--- src/rtl/wake_cfg_pkg.sv ---
// Purpose: Constants and types for the standby wake source mode block.
// Assumes: Wishbone classic slave, 32-bit data, byte addresses.
// Notes:   Four sources share one mode register, one byte lane each.
// How it works
// - Three-bit select: low, high, fall, rise, both
// - Read-only two-bit edge status per source
// - Edge status meaningful only in both-edge mode
// - Request clear also clears recorded edge status
// - Enable bit gates source as release input
// - One byte lane per source, fixed bit fields
package wake_cfg_pkg;

	//--------------------------------------------------------------
	// Register map
	//--------------------------------------------------------------
	localparam logic [3:0] OFS_MODE   = 4'h0;
	localparam logic [3:0] OFS_CLEAR  = 4'h4;
	localparam logic [3:0] OFS_STATUS = 4'h8;
	localparam logic [3:0] OFS_IRQ_EN = 4'hC;

	//--------------------------------------------------------------
	// Field layout within one byte lane
	//--------------------------------------------------------------
	localparam int SEL_LSB  = 4;
	localparam int EDGE_LSB = 2;
	localparam int EN_BIT   = 0;
	localparam int LANE_W   = 8;
	localparam int NUM_SRC  = 4;
	localparam logic [4:0] FIRST_SRC_CODE = 5'h08;

	//--------------------------------------------------------------
	// Detection select codes and reset values
	//--------------------------------------------------------------
	localparam logic [2:0] SEL_LOW   = 3'h0;
	localparam logic [2:0] SEL_HIGH  = 3'h1;
	localparam logic [2:0] SEL_FALL  = 3'h2;
	localparam logic [2:0] SEL_RISE  = 3'h3;
	localparam logic [2:0] SEL_BOTH  = 3'h4;
	localparam logic [2:0] SEL_RESET = 3'h2;
	localparam logic [1:0] EDGE_RISE = 2'h1;
	localparam logic [1:0] EDGE_FALL = 2'h2;

	typedef struct packed {
		logic [2:0] sel;
		logic [1:0] edge_st;
		logic       en;
		logic       prev;
		logic       wake;
	} src_state_t;

endpackage

--- src/rtl/wake_detector.sv ---
// Purpose: One wake source: level or edge detection and edge record.
// Assumes: Source input is synchronous to clk_i.
// Notes:   Select and enable are held by this cell.
`timescale 1ns/1ps
module wake_detector
	import wake_cfg_pkg::*;
(
	input  wire logic       clk_i,
	input  wire logic       rst_i,
	input  wire logic       src_i,
	input  wire logic       sel_we_i,
	input  wire logic [2:0] sel_i,
	input  wire logic       en_we_i,
	input  wire logic       en_i,
	input  wire logic       clr_i,
	output logic [2:0]      sel_o,
	output logic [1:0]      edge_o,
	output logic            en_o,
	output logic            wake_o
);
	src_state_t s_r;
	src_state_t s_nxt;
	logic       rise;
	logic       fall;
	logic       hit;

	always_comb
	begin
		rise  = src_i & ~s_r.prev;
		fall  = ~src_i & s_r.prev;
		s_nxt = s_r;
		s_nxt.prev = src_i;
		if (sel_we_i)
			s_nxt.sel = sel_i;
		if (en_we_i)
			s_nxt.en = en_i;
		case (s_r.sel)
			SEL_LOW:  hit = ~src_i;
			SEL_HIGH: hit = src_i;
			SEL_FALL: hit = fall;
			SEL_RISE: hit = rise;
			SEL_BOTH: hit = rise | fall;
			default:  hit = 1'b0;
		endcase
		s_nxt.wake = s_r.en & hit;
		if (clr_i)
			s_nxt.edge_st = 2'h0;
		if (s_r.en && s_r.sel == SEL_BOTH)
			s_nxt.edge_st = s_nxt.edge_st | (rise ? EDGE_RISE : 2'h0)
				| (fall ? EDGE_FALL : 2'h0);
	end

	always_ff @(posedge clk_i)
	begin
		if (rst_i)
		begin
			s_r      <= '0;
			s_r.sel  <= SEL_RESET;
		end
		else
			s_r <= s_nxt;
	end

	assign sel_o  = s_r.sel;
	assign edge_o = s_r.edge_st;
	assign en_o   = s_r.en;
	assign wake_o = s_r.wake;

	AST_EDGE_ONLY_BOTH: assert property (@(posedge clk_i) disable iff (rst_i)
		(s_r.sel != SEL_BOTH) |=> ($stable(s_r.edge_st) || s_r.edge_st == 2'h0))
		else $error("Edge status changed outside both-edge mode.");
	AST_CLR_EDGE: assert property (@(posedge clk_i) disable iff (rst_i)
		(clr_i && !(rise || fall)) |=> s_r.edge_st == 2'h0)
		else $error("Clear did not reset edge status.");
	AST_RISE_REC: assert property (@(posedge clk_i) disable iff (rst_i)
		(s_r.en && s_r.sel == SEL_BOTH && rise) |=> s_r.edge_st[0])
		else $error("Rising edge not recorded.");
	AST_DISABLED: assert property (@(posedge clk_i) disable iff (rst_i)
		!s_r.en |=> !s_r.wake)
		else $error("Wake while disabled.");
	AST_LEVEL_LOW: assert property (@(posedge clk_i) disable iff (rst_i)
		(s_r.en && s_r.sel == SEL_LOW && !src_i) |=> s_r.wake)
		else $error("Low level did not wake.");
	AST_RISE_WAKE: assert property (@(posedge clk_i) disable iff (rst_i)
		($past(s_r.sel) == SEL_RISE && s_r.wake) |-> $past(src_i) && !$past(s_r.prev))
		else $error("Rising wake without rising edge.");
	COV_BOTH_FALL: cover property (@(posedge clk_i) s_r.sel == SEL_BOTH && fall && s_r.en);
endmodule

--- src/rtl/wake_source_mode.sv ---
// Purpose: Wishbone register block configuring four standby wake sources.
// Assumes: Classic Wishbone, one-cycle registered ack, inputs synchronous.
// Notes:   Wake events set sticky status bits that drive irq_o.
`timescale 1ns/1ps
module wake_source_mode
	import wake_cfg_pkg::*;
#(
	parameter int N = NUM_SRC
)
(
	input  wire logic        clk_i,
	input  wire logic        rst_i,
	input  wire logic        wb_cyc_i,
	input  wire logic        wb_stb_i,
	input  wire logic        wb_we_i,
	input  wire logic [3:0]  wb_adr_i,
	input  wire logic [3:0]  wb_sel_i,
	input  wire logic [31:0] wb_dat_i,
	output logic [31:0]      wb_dat_o,
	output logic             wb_ack_o,
	input  wire logic [N-1:0] src_i,
	output logic [N-1:0]     wake_o,
	output logic             irq_o
);
	typedef struct packed {
		logic [31:0]  dat;
		logic         ack;
		logic [N-1:0] sts;
		logic [N-1:0] ien;
		logic [N-1:0] wake;
		logic         irq;
	} top_state_t;

	top_state_t   t_r;
	top_state_t   t_nxt;
	logic         req;
	logic         wr;
	logic [N-1:0] sel_we;
	logic [N-1:0] en_we;
	logic [N-1:0] clr;
	logic [N-1:0] en_q;
	logic [N-1:0] wk;
	logic [2:0]   sel_q [N];
	logic [1:0]   edge_q [N];
	logic [31:0]  mode_rd;
	logic [4:0]   clr_code;

	//--------------------------------------------------------------
	// Bus decode
	//--------------------------------------------------------------
	assign req      = wb_cyc_i & wb_stb_i & ~t_r.ack;
	assign wr       = req & wb_we_i;
	assign clr_code = wb_dat_i[4:0];

	always_comb
	begin
		for (int i = 0; i < N; i++)
		begin
			// Same-write change of select and enable is software's fault; both land.
			sel_we[i] = wr && wb_adr_i == OFS_MODE && wb_sel_i[i];
			en_we[i]  = sel_we[i];
			clr[i]    = wr && wb_adr_i == OFS_CLEAR && wb_sel_i[0]
				&& clr_code == FIRST_SRC_CODE + 5'(i);
		end
	end

	//--------------------------------------------------------------
	// Source cells
	//--------------------------------------------------------------
	genvar g;
	generate
		for (g = 0; g < N; g++)
		begin : gen_src
			wake_detector u_det (
				.clk_i    (clk_i),
				.rst_i    (rst_i),
				.src_i    (src_i[g]),
				.sel_we_i (sel_we[g]),
				.sel_i    (wb_dat_i[g*LANE_W+SEL_LSB +: 3]),
				.en_we_i  (en_we[g]),
				.en_i     (wb_dat_i[g*LANE_W+EN_BIT]),
				.clr_i    (clr[g]),
				.sel_o    (sel_q[g]),
				.edge_o   (edge_q[g]),
				.en_o     (en_q[g]),
				.wake_o   (wk[g])
			);
		end
	endgenerate

	//--------------------------------------------------------------
	// Read data
	//--------------------------------------------------------------
	// Unmapped offsets and the write-only clear register read as zero.
	always_comb
	begin
		mode_rd = '0;
		for (int i = 0; i < N; i++)
		begin
			mode_rd[i*LANE_W+SEL_LSB +: 3]  = sel_q[i];
			mode_rd[i*LANE_W+EDGE_LSB +: 2] = edge_q[i];
			mode_rd[i*LANE_W+EN_BIT]        = en_q[i];
		end
	end

	//--------------------------------------------------------------
	// Register state
	//--------------------------------------------------------------
	always_comb
	begin
		t_nxt      = t_r;
		t_nxt.ack  = req;
		t_nxt.wake = wk;
		if (wr && wb_adr_i == OFS_IRQ_EN && wb_sel_i[0])
			t_nxt.ien = wb_dat_i[N-1:0];
		if (wr && wb_adr_i == OFS_CLEAR && wb_sel_i[0])
			t_nxt.sts = t_r.sts & ~clr;
		// An event in the clear cycle wins, so it is never lost.
		t_nxt.sts = t_nxt.sts | wk;
		t_nxt.irq = |(t_nxt.sts & t_nxt.ien);
		t_nxt.dat = '0;
		if (req && !wb_we_i)
		begin
			if (wb_adr_i == OFS_MODE)
				t_nxt.dat = mode_rd;
			else if (wb_adr_i == OFS_STATUS)
				t_nxt.dat[N-1:0] = t_r.sts;
			else if (wb_adr_i == OFS_IRQ_EN)
				t_nxt.dat[N-1:0] = t_r.ien;
			else
				t_nxt.dat = '0;
		end
	end

	always_ff @(posedge clk_i)
	begin
		if (rst_i)
			t_r <= '0;
		else
			t_r <= t_nxt;
	end

	//--------------------------------------------------------------
	// Outputs
	//--------------------------------------------------------------
	assign wb_dat_o = t_r.dat;
	assign wb_ack_o = t_r.ack;
	assign wake_o   = t_r.wake;
	assign irq_o    = t_r.irq;

	//--------------------------------------------------------------
	// Checks
	//--------------------------------------------------------------
	// Bus handshake: one registered ack per taken request, never more.
	AST_ACK_ONE: assert property (@(posedge clk_i) disable iff (rst_i)
		wb_ack_o |=> !wb_ack_o)
		else $error("Ack held two cycles.");

	AST_ACK_AFTER_REQ: assert property (@(posedge clk_i) disable iff (rst_i)
		req |=> wb_ack_o)
		else $error("Request not acknowledged in the next cycle.");

	AST_ACK_ONLY_REQ: assert property (@(posedge clk_i) disable iff (rst_i)
		!req |=> !wb_ack_o)
		else $error("Ack without a request.");

	AST_MODE_WRITE: assert property (@(posedge clk_i) disable iff (rst_i)
		(wr && wb_adr_i == OFS_MODE && wb_sel_i[1]) |=> sel_q[1] == $past(wb_dat_i[14:12]))
		else $error("Source 9 select not at bits 14-12.");

	AST_MODE_LANE3: assert property (@(posedge clk_i) disable iff (rst_i)
		(wr && wb_adr_i == OFS_MODE && wb_sel_i[3]) |=> sel_q[3] == $past(wb_dat_i[30:28]))
		else $error("Source 11 select not at bits 30-28.");

	AST_MODE_EN: assert property (@(posedge clk_i) disable iff (rst_i)
		(wr && wb_adr_i == OFS_MODE && wb_sel_i[0]) |=> en_q[0] == $past(wb_dat_i[EN_BIT]))
		else $error("Source 8 enable not at bit 0.");

	AST_SEL_HOLD: assert property (@(posedge clk_i) disable iff (rst_i)
		!sel_we[2] |=> $stable(sel_q[2]))
		else $error("Source 10 select changed without a write.");

	// Read data stands with ack and reflects the state at the take edge.
	AST_READ_STS: assert property (@(posedge clk_i) disable iff (rst_i)
		(req && !wb_we_i && wb_adr_i == OFS_STATUS) |=> wb_dat_o == 32'($past(t_r.sts)))
		else $error("Status read data wrong.");

	AST_READ_UNMAPPED: assert property (@(posedge clk_i) disable iff (rst_i)
		(req && !wb_we_i && wb_adr_i != OFS_MODE && wb_adr_i != OFS_STATUS
			&& wb_adr_i != OFS_IRQ_EN) |=> wb_dat_o == 32'h0)
		else $error("Unmapped read not zero.");

	// Sticky status: events set it, only the clear register takes it down.
	AST_WAKE_PIPE: assert property (@(posedge clk_i) disable iff (rst_i)
		1'b1 |=> wake_o == $past(wk))
		else $error("Release output does not follow the detector.");

	AST_STS_SET: assert property (@(posedge clk_i) disable iff (rst_i)
		(|wk) |=> ((t_r.sts & $past(wk)) == $past(wk)))
		else $error("Event did not set status.");

	AST_STS_HOLD: assert property (@(posedge clk_i) disable iff (rst_i)
		!(|clr) |=> ((t_r.sts & $past(t_r.sts)) == $past(t_r.sts)))
		else $error("Status dropped without a clear.");

	AST_STS_CLR: assert property (@(posedge clk_i) disable iff (rst_i)
		(|(clr & ~wk)) |=> ((t_r.sts & $past(clr & ~wk)) == '0))
		else $error("Clear did not reset status.");

	AST_IRQ: assert property (@(posedge clk_i) disable iff (rst_i)
		(wk[0] && t_nxt.ien[0]) |=> irq_o)
		else $error("Enabled event did not raise irq.");

	AST_IRQ_LEVEL: assert property (@(posedge clk_i) disable iff (rst_i)
		1'b1 |-> irq_o == |(t_r.sts & t_r.ien))
		else $error("Irq does not match enabled status.");

	COV_WRITE:      cover property (@(posedge clk_i) wr && wb_adr_i == OFS_MODE);
	COV_CLEAR:      cover property (@(posedge clk_i) |clr);
	COV_IRQ:        cover property (@(posedge clk_i) irq_o);
	COV_LANE3_WAKE: cover property (@(posedge clk_i) wake_o[3]);
endmodule

--- config.mk ---
export PLATFORM = sky130hd
export DESIGN_NAME = wake_source_mode
export DESIGN_NICKNAME = d
export VERILOG_FILES = /design/src/rtl/wake_cfg_pkg.sv /design/src/rtl/wake_detector.sv /design/src/rtl/wake_source_mode.sv
export SDC_FILE = /design/constraint.sdc
export NUM_CORES = 1
export LEC_CHECK = 0
export BUFFER_PORTS_ARGS = -buffer_cell sky130_fd_sc_hd__buf_2
export CORE_ASPECT_RATIO = 0.9
export CORE_MARGIN = 5
export CORE_UTILIZATION = 51
export CTS_CLUSTER_DIAMETER = 30
export DETAILED_ROUTE_END_ITERATION = 8
export PLACE_DENSITY = 0.8
export SETUP_SLACK_MARGIN = 0.3
export SLEW_MARGIN = 5
export SYNTH_ARGS = -nofsm -noshare
export SYNTH_HDL_FRONTEND = slang
export SYNTH_SLANG_ARGS = --single-unit
--- constraint.sdc ---
create_clock -name clk_i -period 2.02 [get_ports clk_i]
set_clock_uncertainty 0.2 [all_clocks]
set_input_delay 0 -clock clk_i [delete_from_list [all_inputs] [get_ports clk_i]]
set_output_delay 0 -clock clk_i [all_outputs]
set_load 0.1 [all_outputs]
=== After elaboration in Yosys (flattened, before gate mapping) ===
Index checks and enable logic that the tools add are counted.

* Flip-flop bits (word level): 78
* Output and inout bits: 38

* Equality and inequality tests: 23
* Muxes and demuxes: 25
* Bitwise logic cells: 42
* Reduce and logical (&&, ||, !) cells: 28

{| class="wikitable"
|+ Operator list
! cell !! number
|-
| == test 3 x 2 -> 1 bit, second input constant || 8
|-
| 2-to-1 mux 2 bit || 12
|-
| == test 5 x 4 -> 1 bit, second input constant || 4
|-
| 2-to-1 mux 4 bit || 5
|-
| case mux 1 bit (5 select lines) || 4
|-
| logical AND 1 bit || 18
|-
| bitwise OR 2 bit || 8
|-
| AND 1 bit || 15
|-
| == test 3 x 1 -> 1 bit, second input constant || 4
|-
| == test 3 bit, second input constant || 4
|-
| zero test 3 bit || 4
|-
| inverter 1 bit || 11
|-
| AND 4 bit || 2
|-
| == test 4 bit, second input constant || 2
|-
| OR reduction 3 bit || 2
|-
| == test 4 x 3 -> 1 bit, second input constant || 1
|-
| zero test 4 bit || 1
|-
| 2-to-1 mux 1 bit || 4
|-
| inverter 4 bit || 1
|-
| bitwise OR 1 bit || 4
|-
| bitwise OR 4 bit || 1
|-
| OR reduction 4 bit || 1
|-
| OR reduction 2 bit || 1
|-
| zero test 1 bit || 1
|}

=== Logic depth before layout (Yosys ltp) ===
Gate-level depths: netlist of run 1.

* Depth after elaboration: 12
* Mapped depth: 7
* Depth with buffers taken out: 7

=== Hierarchy ===
Synthesis of run 1 repeated with hierarchy kept, for this count alone.

* Cells, all modules: 357
* Area total of the unflattened synthesis: 3409.5 sq um

{| class="wikitable"
|+ By module, submodules not included
! module !! instances !! cells each !! area each (sq um) !! sequential area each (sq um)
|-
| wake_source_mode || 1 || 189 || 1788.0 || 780.7
|-
| wake_detector || 4 || 42 || 405.4 || 160.2
|}

=== Worst setup path before layout of run 1 ===
No wires, ideal clock.

* Path type: reg2reg
* Start: register t_r (netlist bit wb_ack_o)
* End: register t_r (netlist bit irq_o)
* Setup time: 0.131 ns
* Arrival: 1.806 ns
* Data required time: 1.689 ns
* Slack: -0.117 ns
* Cell stages (with the launch flop): 6
* Path buffers: 0
* Clock period less this slack: 2.137 ns
* Cells stage by stage: dfxtp_1 -> nand4b_1 -> nor3_4 -> mux2i_1 -> o22a_1 -> a21oi_2

* Longest elaborated chain between the ends: 12
* Elaborated cells on any way between the ends: 18
* Those cells by class: mux: 2; bitwise: 7; reduce/logical: 9

{| class="wikitable"
|+ Ends and longest elaborated chain
! what !! line !! RTL
|-
| start: declaration || wake_source_mode.sv:34 || <nowiki>top_state_t t_r;</nowiki>
|-
| start signal: assignment || wake_source_mode.sv:140 || <nowiki>t_r <= t_nxt;</nowiki>
|-
| inverter 1 bit * || wake_source_mode.sv:51 || <nowiki>assign req = wb_cyc_i & wb_stb_i & ~t_r.ack;</nowiki>
|-
| AND 1 bit * || wake_source_mode.sv:51 ||
|-
| AND 1 bit * || wake_source_mode.sv:52 || <nowiki>assign wr = req & wb_we_i;</nowiki>
|-
| logical AND 1 bit (2 in a row) || wake_source_mode.sv:62, wake_source_mode.sv:116 ||
|-
| logical AND 1 bit || wake_source_mode.sv:63 || <nowiki>&& clr_code == FIRST_SRC_CODE + 5'(i);</nowiki>
|-
| inverter 4 bit || wake_source_mode.sv:117 || <nowiki>t_nxt.sts = t_r.sts & ~clr;</nowiki>
|-
| AND 4 bit || wake_source_mode.sv:117 ||
|-
| 2-to-1 mux 4 bit || wake_source_mode.sv:116 || <nowiki>if (wr && wb_adr_i == OFS_CLEAR && wb_sel_i[0])</nowiki>
|-
| bitwise OR 4 bit || wake_source_mode.sv:119 || <nowiki>t_nxt.sts = t_nxt.sts | wk;</nowiki>
|-
| AND 4 bit * || wake_source_mode.sv:120 || <nowiki>t_nxt.irq = |(t_nxt.sts & t_nxt.ien);</nowiki>
|-
| OR reduction 4 bit * || wake_source_mode.sv:120 ||
|}

Every way passes the cells marked *; elsewhere a longest branch is shown, timed or not.
A chain may end at the register's enable or synchronous reset.

=== Worst setup path after layout of run 1 ===
Ends and elaborated chain as after synthesis.

==> flow_summary.ini, run 1 <==
[clock_network]
cts_tree = built
clkLatencyLatePin_ns = 0.33
clock_sinks = 71
cts_max_path_buffers = 2
postCtsSetupBuffers = 0
htreeDepth = 3
cts_buffers = 9
clk_pin_slew_ns = 0.07
clockRootBuffer = clkbuf_8

[worst_setup_path]
crit_path_end_kind = flip-flop
worst_ep_arrival_time_ns = 1.72
critPathSlowestCell = dfxtp_4
required_ns = 2.02
cp_num_buf_inv = 0
critical_path.startpoint_type = flip-flop
critPathTopFamily = simple AND/OR/NAND/NOR gates
crit_path_max_fanout = 4
crit_path_cell_trace = nand4b_1 > nor3_4 > mux2i_1 > o22a_1 > a21oi_2
slowest_delay_ns = 0.34
crit_type = reg -> reg

[global_routing]
grt_max_degree = 46
grt_overflow_total = 0
first_global_vias = 2231
antenna_found_initial = 0
grt_pass1_wl_um = 9900
grt_usage_pct = 16.5

[power_and_ir_drop]
sw_frac_of_total_pct = 22.6
p_clk_share_pct = 38.4
power_density_nw_per_um2 = 728
p_leak_nw = 1.59
p_sw_uw = 603
combinationalPowerShare_pct = 8.8
irDropWorstVdd_uv = 430
pwr-share-seq_pct = 52.8
internal_power_mw = 2.07
fin_total_pwr_mw = 2.67

[route]
drt_iter0_drc = 123
route.vias.total = 2366
drt-total-wl_um = 5940
drc = 0
wl_per_cell_um = 12.6
dr.pass1.iters = 4
ant_nets = 0
via_per_inst = 5.02

[timing]
fmax_mhz = 583
period_share_pct = 84.9
fin_crit_ns = 1.71
hold_viol = 0
setup_viol = 0
maxSlewViolCount = 0
rsz0062_at_grt = true
fin_setup_tns_ns = 0

[finish]
fin_nets = 455
diodes = 0
syn2layout_area_growth_pct = 22.8
layout-drive-gt1-share_pct = 22.4

[place]
io_buffers = 66
place.gp.congestion = 0.745
place.detailed.hpwl_um = 3990

[synth]
synth_seq_area_share_pct = 47.6
synthFlopType = dfxtp_1
synth_area_leaders = dfxtp_1, buf_4, and2_1
synth_top_cell_area_share_pct = 47.6
synthArstFlopShare_pct = 0
yosysMostFrequentCell = dfxtp_1
synth_cell_types = 34
synth_edf_count = 0
syn_area_sq_um = 2980
ys_warn_count = 0
synth_seq_cells = 71
synth_commonest_cells = dfxtp_1, buf_4, nor2_1
yosys.area.top_type = dfxtp_1
syn_inst = 329
synth.avg_cell_area_sq_um = 9.07

[flow_run]
drv_cap = 0

[floorplan]
start_util_pct = 52.4
fp.dieW_um = 90.6
core_sq_um = 5690
die-area_sq_um = 7480
dieHeight_um = 82.6
rows = 26
ioPinCount = 87

[hold_path]
holdCritPathClass = in -> reg

[run_status]
status = finished, final reports clean
-- cells in the final DEF (no fill, tap or decap), types with 6 or more instances in the layout --
| cell type | count |
|---|---|
| nor2_1 | 32 |
| nor3_1 | 10 |
| buf_2 | 66 |
| dlygate4sd3_1 | 33 |
| dfxtp_1 | 70 |
| a211oi_1 | 6 |
| a22oi_1 | 8 |
| clkbuf_8 | 13 |
| ha_1 | 8 |
| conb_1 | 7 |
| and2_1 | 21 |
| nand2_1 | 27 |
| inv_1 | 8 |
| mux2i_1 | 12 |
| a21oi_1 | 19 |
| nand3_1 | 16 |
-- registers in the layout, summed over array words and instances, names as in the netlist --
name                  cells
gen_src.u_det.edge_o      8
t_r                       8
gen_src.u_det.s_r         4
gen_src.u_det.sel_o      12
gen_src.u_det.wake_o      4
wb_dat_o                 25
wake_o                    4
irq_o                     1
gen_src.u_det.en_o        4
wb_ack_o                  1
-- metal layers --
layer	share of wire, %	track usage [%]	vias up
met3	5.8	5.34	9
met1	45	19.5	1075
met4	1.6	6.99	0
met5	0	0	-
li1	-	-	1210
met2	47	28.1	72
-- area by class of cell --
type | count | area, sq um
repair buffers | 103 | 703
inverters | 8 | 30.0
well taps | 70 | 87.6
flip-flops and latches | 71 | 1430
fillers | 470 | 2030
multi-input cells | 205 | 1240
clock buffers | 14 | 183
-- final timing paths --
check / endpoint / slack, ns / startpoint / cells after the start
setup reg to reg: irq_o / 0.31 / wb_ack_o / 5
hold / removal: gen_src[3].u_det.edge_o[0] / 0.01 / wb_dat_i[2] / 5
setup / recovery: irq_o / 0.31 / wb_ack_o / 5
hold reg to reg: wb_ack_o / 0.24 / wb_ack_o / 1
-- power by group through the flow --
| stage | Sequential (mW) | Combinational [mW] | Clock [mW] |
|---|---|---|---|
| 6_report | 1.41 | 0.235 | 1.03 |
| 4_1_cts | 1.41 | 0.231 | 1.06 |
| 3_3_place_gp | 1.44 | 0.182 | 0 |
| 2_1_floorplan | 1.45 | 0.131 | 0 |
| 5_1_grt | 1.41 | 0.256 | 1.12 |
| 3_5_place_dp | 1.44 | 0.185 | 0 |
-- through the flow --
step	setup slack (ns)	instances	cell area, sq um	utilization (%)	hold slack (ns)
floorplan	0.233	335	3010	-	-0.0794
global placement	0.279	424	3140	55.2	-0.00429
detailed placement	0.268	424	3140	55.2	0.00270
CTS	0.305	469	3630	63.8	-0.270
global route	0.196	471	3660	64.4	0.0323
finish	0.305	471	3660	64.4	0.0115
-- cell families (layout without fill, tap and decap cells) --
| family | after synthesis | after routing | share of synthesized area (%) |
|---|---|---|---|
| buffers and inverters | 59 | 125 | 12.1 |
| and+or+nand+nor | 134 | 134 | 23.7 |
| other | 1 | 7 | 0.126 |
| AOI/OAI and AO/OA | 43 | 43 | 8.76 |
| xor gates and xnor gates | 1 | 1 | 0.294 |
| adders and majority gates | 8 | 8 | 3.35 |
| muxes | 12 | 12 | 4.03 |
| DFF | 71 | 71 | 47.6 |
-- worst min-delay path: cells and delay by family --
kind            cells  cell delay, ns
buf+inv             1            0.09
compound gates      1            0.09
simple gates        3            0.34
-- timing repair --
| action | 4_1_cts | 5_1_grt |
|---|---|---|
| hold endpoints to repair | 40 | 2 |
| hold buffers | 31 | 2 |
| pin swaps | 1 | 0 |
| endpoints found under the setup margin | 1 | 5 |
| resized for setup | 0 | 3 |
Note: power is estimated with default switching activity, not from simulation.
==> run 2, diff against run 1 <==
--- a/config.mk
+++ b/config.mk
@@ -5,6 +5,7 @@
 export SDC_FILE = /design/constraint.sdc
 export NUM_CORES = 1
 export LEC_CHECK = 0
+export ABC_AREA = 1
 export BUFFER_PORTS_ARGS = -buffer_cell sky130_fd_sc_hd__buf_2
 export CORE_ASPECT_RATIO = 0.9
 export CORE_MARGIN = 5
==> constraint.sdc (replaced) <==
create_clock -name clk_i -period 1.6 [get_ports clk_i]
set_clock_uncertainty 0.2 [all_clocks]
set_input_delay 0 -clock clk_i [delete_from_list [all_inputs] [get_ports clk_i]]
set_output_delay 0 -clock clk_i [all_outputs]
set_load 0.1 [all_outputs]
==> flow_summary.ini, run 2 <==
[route]
via_per_inst = 5.05
dr.pass1.iters = 4
ant_nets = 0
route.vias.total = 2862
drt_iter0_drc = 277
wl_per_cell_um = 16.3
drt-total-wl_um = 9250
drc = 0

[timing]
timing.final.ws_setup_ns = -0.126
period_share_pct = 108
fmax_mhz = 579
setup_viol = 39
maxSlewViolCount = 0
rsz0062_at_grt = true
fin_crit_ns = 1.73
hold_ws_ns = -0.205
hold_viol = 7

[place]
place_ws_ns = 0.00798
place.detailed.hpwl_um = 4500
place.gp.congestion = 0.894
io_buffers = 66
post_dp_cell_area_sq_um = 3200
dp_cells = 496

[hold_path]
holdCritPathClass = in -> reg
min_from = wb_adr_i[2]
min_path_cells = 3

[worst_setup_path]
cp-startpoint = wb_ack_o
crit_path_cell_trace = inv_4 > nand4_1 > buf_4 > nor2_4 > nand2_2 > buf_4 > buf_4 > nand2_1 > a21oi_1
crit_path_max_fanout = 4
slowest_delay_ns = 0.35
worst_ep_arrival_time_ns = 1.75
crit_top_cell = buf_4
ff2ff_path_depth = 9
critPathSlowestCell = dfxtp_4
crit_path_end_kind = flip-flop
r2r_start = wb_ack_o
critical_path.startpoint_type = flip-flop
required_ns = 1.63
crit_type = reg -> reg

[finish]
fin_nets = 549
mostFrequentLayoutCells = dfxtp_1, buf_2, inv_1
final_area_sq_um = 4530
instances_no_fill = 567
syn2layout_area_growth_pct = 52.7
layout-drive-gt1-share_pct = 45.1
final_common_cell = dfxtp_1
diodes = 0
largest_register_ffs = 25
nFillCells = 333

[clock_network]
cts_buffers = 9
clkLatencyLatePin_ns = 0.35
clockRootBuffer = clkbuf_8
clk_pin_slew_ns = 0.08
htreeDepth = 3
cts_tree = built
clock_sinks = 71
cts_max_path_buffers = 2

[global_routing]
antenna_found_initial = 0
grt_pass1_wl_um = 12700
grt_max_degree = 31
grt_usage_pct = 21.3
grt_overflow_total = 0
first_global_vias = 2822

[synth]
synthFlopType = dfxtp_1
synth_seq_area_share_pct = 48.0
ys_warn_count = 0
synth_edf_count = 0
synth.avg_cell_area_sq_um = 7.68
synth_top_cell_area_share_pct = 48.0
synth_cell_types = 19
syn_inst = 386
yosysMostFrequentCell = dfxtp_1
synth_commonest_cells = dfxtp_1, nand2_1, nor2_1
synthArstFlopShare_pct = 0
yosys.area.top_type = dfxtp_1
syn_area_sq_um = 2960
synth_seq_cells = 71
synth_area_leaders = dfxtp_1, buf_4, nand2_1

[floorplan]
ioPinCount = 87
fp.dieW_um = 90.4
rows = 26
core_sq_um = 5660
die-area_sq_um = 7440
start_util_pct = 52.4
dieHeight_um = 82.3

[power_and_ir_drop]
irDropWorstVdd_uv = 582
power_density_nw_per_um2 = 798
p_leak_nw = 1.94

[flow_run]
drv_cap = 0

[run_status]
status = finished, violations left
violations = hold timing, setup timing
## run 2: cell types whose count changed after synthesis, sizes merged, moves of 10 or more
cell   delta
nor2     +27
o21ai    +19
nor3     -11
mux2i    -12
nand2    +40
and2     -21
a21oi    +10
inv      +45
## run 2: power by group
| part | internal (mW) | switching (mW) |
|---|---|---|
| Sequential | 1.77 | 0.00764 |
| Combinational | 0.156 | 0.243 |
| Clock | 0.740 | 0.694 |
## run 2: final timing paths
kind | to | slack, ns
worst max-delay path | gen_src[2].u_det.edge_o[0] | -0.13
worst min-delay path | wb_dat_o[1] | -0.20
worst min register to register | wb_dat_o[18] | 0.25
worst max register to register | gen_src[2].u_det.edge_o[0] | -0.13
## run 2: worst max-delay path: cells and delay by family, from the launching register on
| family | cells | cell delay, ns |
|---|---|---|
| AOI/OAI and AO/OA | 1 | 0.07 |
| DFF | 1 | 0.35 |
| and+or+nand+nor | 4 | 0.47 |
| buffers and inverters | 4 | 0.50 |
## run 2: layout make-up
type	count	area [sq um]	share of cell area (%)
tap	70	87.6	1.93
clock inverter	4	26.3	0.580
multi-input combinational	226	1530	33.7
timing repair inverter	3	43.8	0.967
inverter	53	220	4.86
timing repair buffer	128	1010	22.4
clock buffer	12	176	3.90
sequential	71	1430	31.7
## run 2: through the flow
step	power [mW]	TNS [ns]	utilization [%]	hold slack, ns
3_5_place_dp	2.06	0	56.5	0.0697
3_3_place_gp	2.05	0	56.5	0.0637
2_1_floorplan	1.99	0	-	-0.0714
5_1_grt	3.73	-5.28	80.0	-0.187
4_1_cts	3.52	0	71.4	-0.233
6_report	3.61	-2.42	80.0	-0.205
## run 2: cell families after synthesis
group,Yosys count,synth area share (%)
flip-flops,71,48.0
AND/OR/NAND/NOR,150,21.1
AO/OA/AOI/OAI,61,10.7
other,1,0.127
buffers and inverters,95,16.7
adder cells (fa/ha/maj),8,3.38
## run 2: routing by layer
layer  share of wire [%]  wire length [um]  track usage, %
met5                   0                 0               0
met4                 3.9               363            9.67
met3                 5.7               523            4.08
met2                  53              4890            40.8
met1                  38              3470            23.2
## run 2: repair_timing
item / CTS / global route
gates cloned: 2 / 1
hold buffers: 27 / 3
endpoints found under the setup margin: 63 / 74
endpoints found under the hold margin: 50 / 14
setup buffers: 13 / 10
pin swaps: 9 / 29
gates resized for setup: 74 / 106
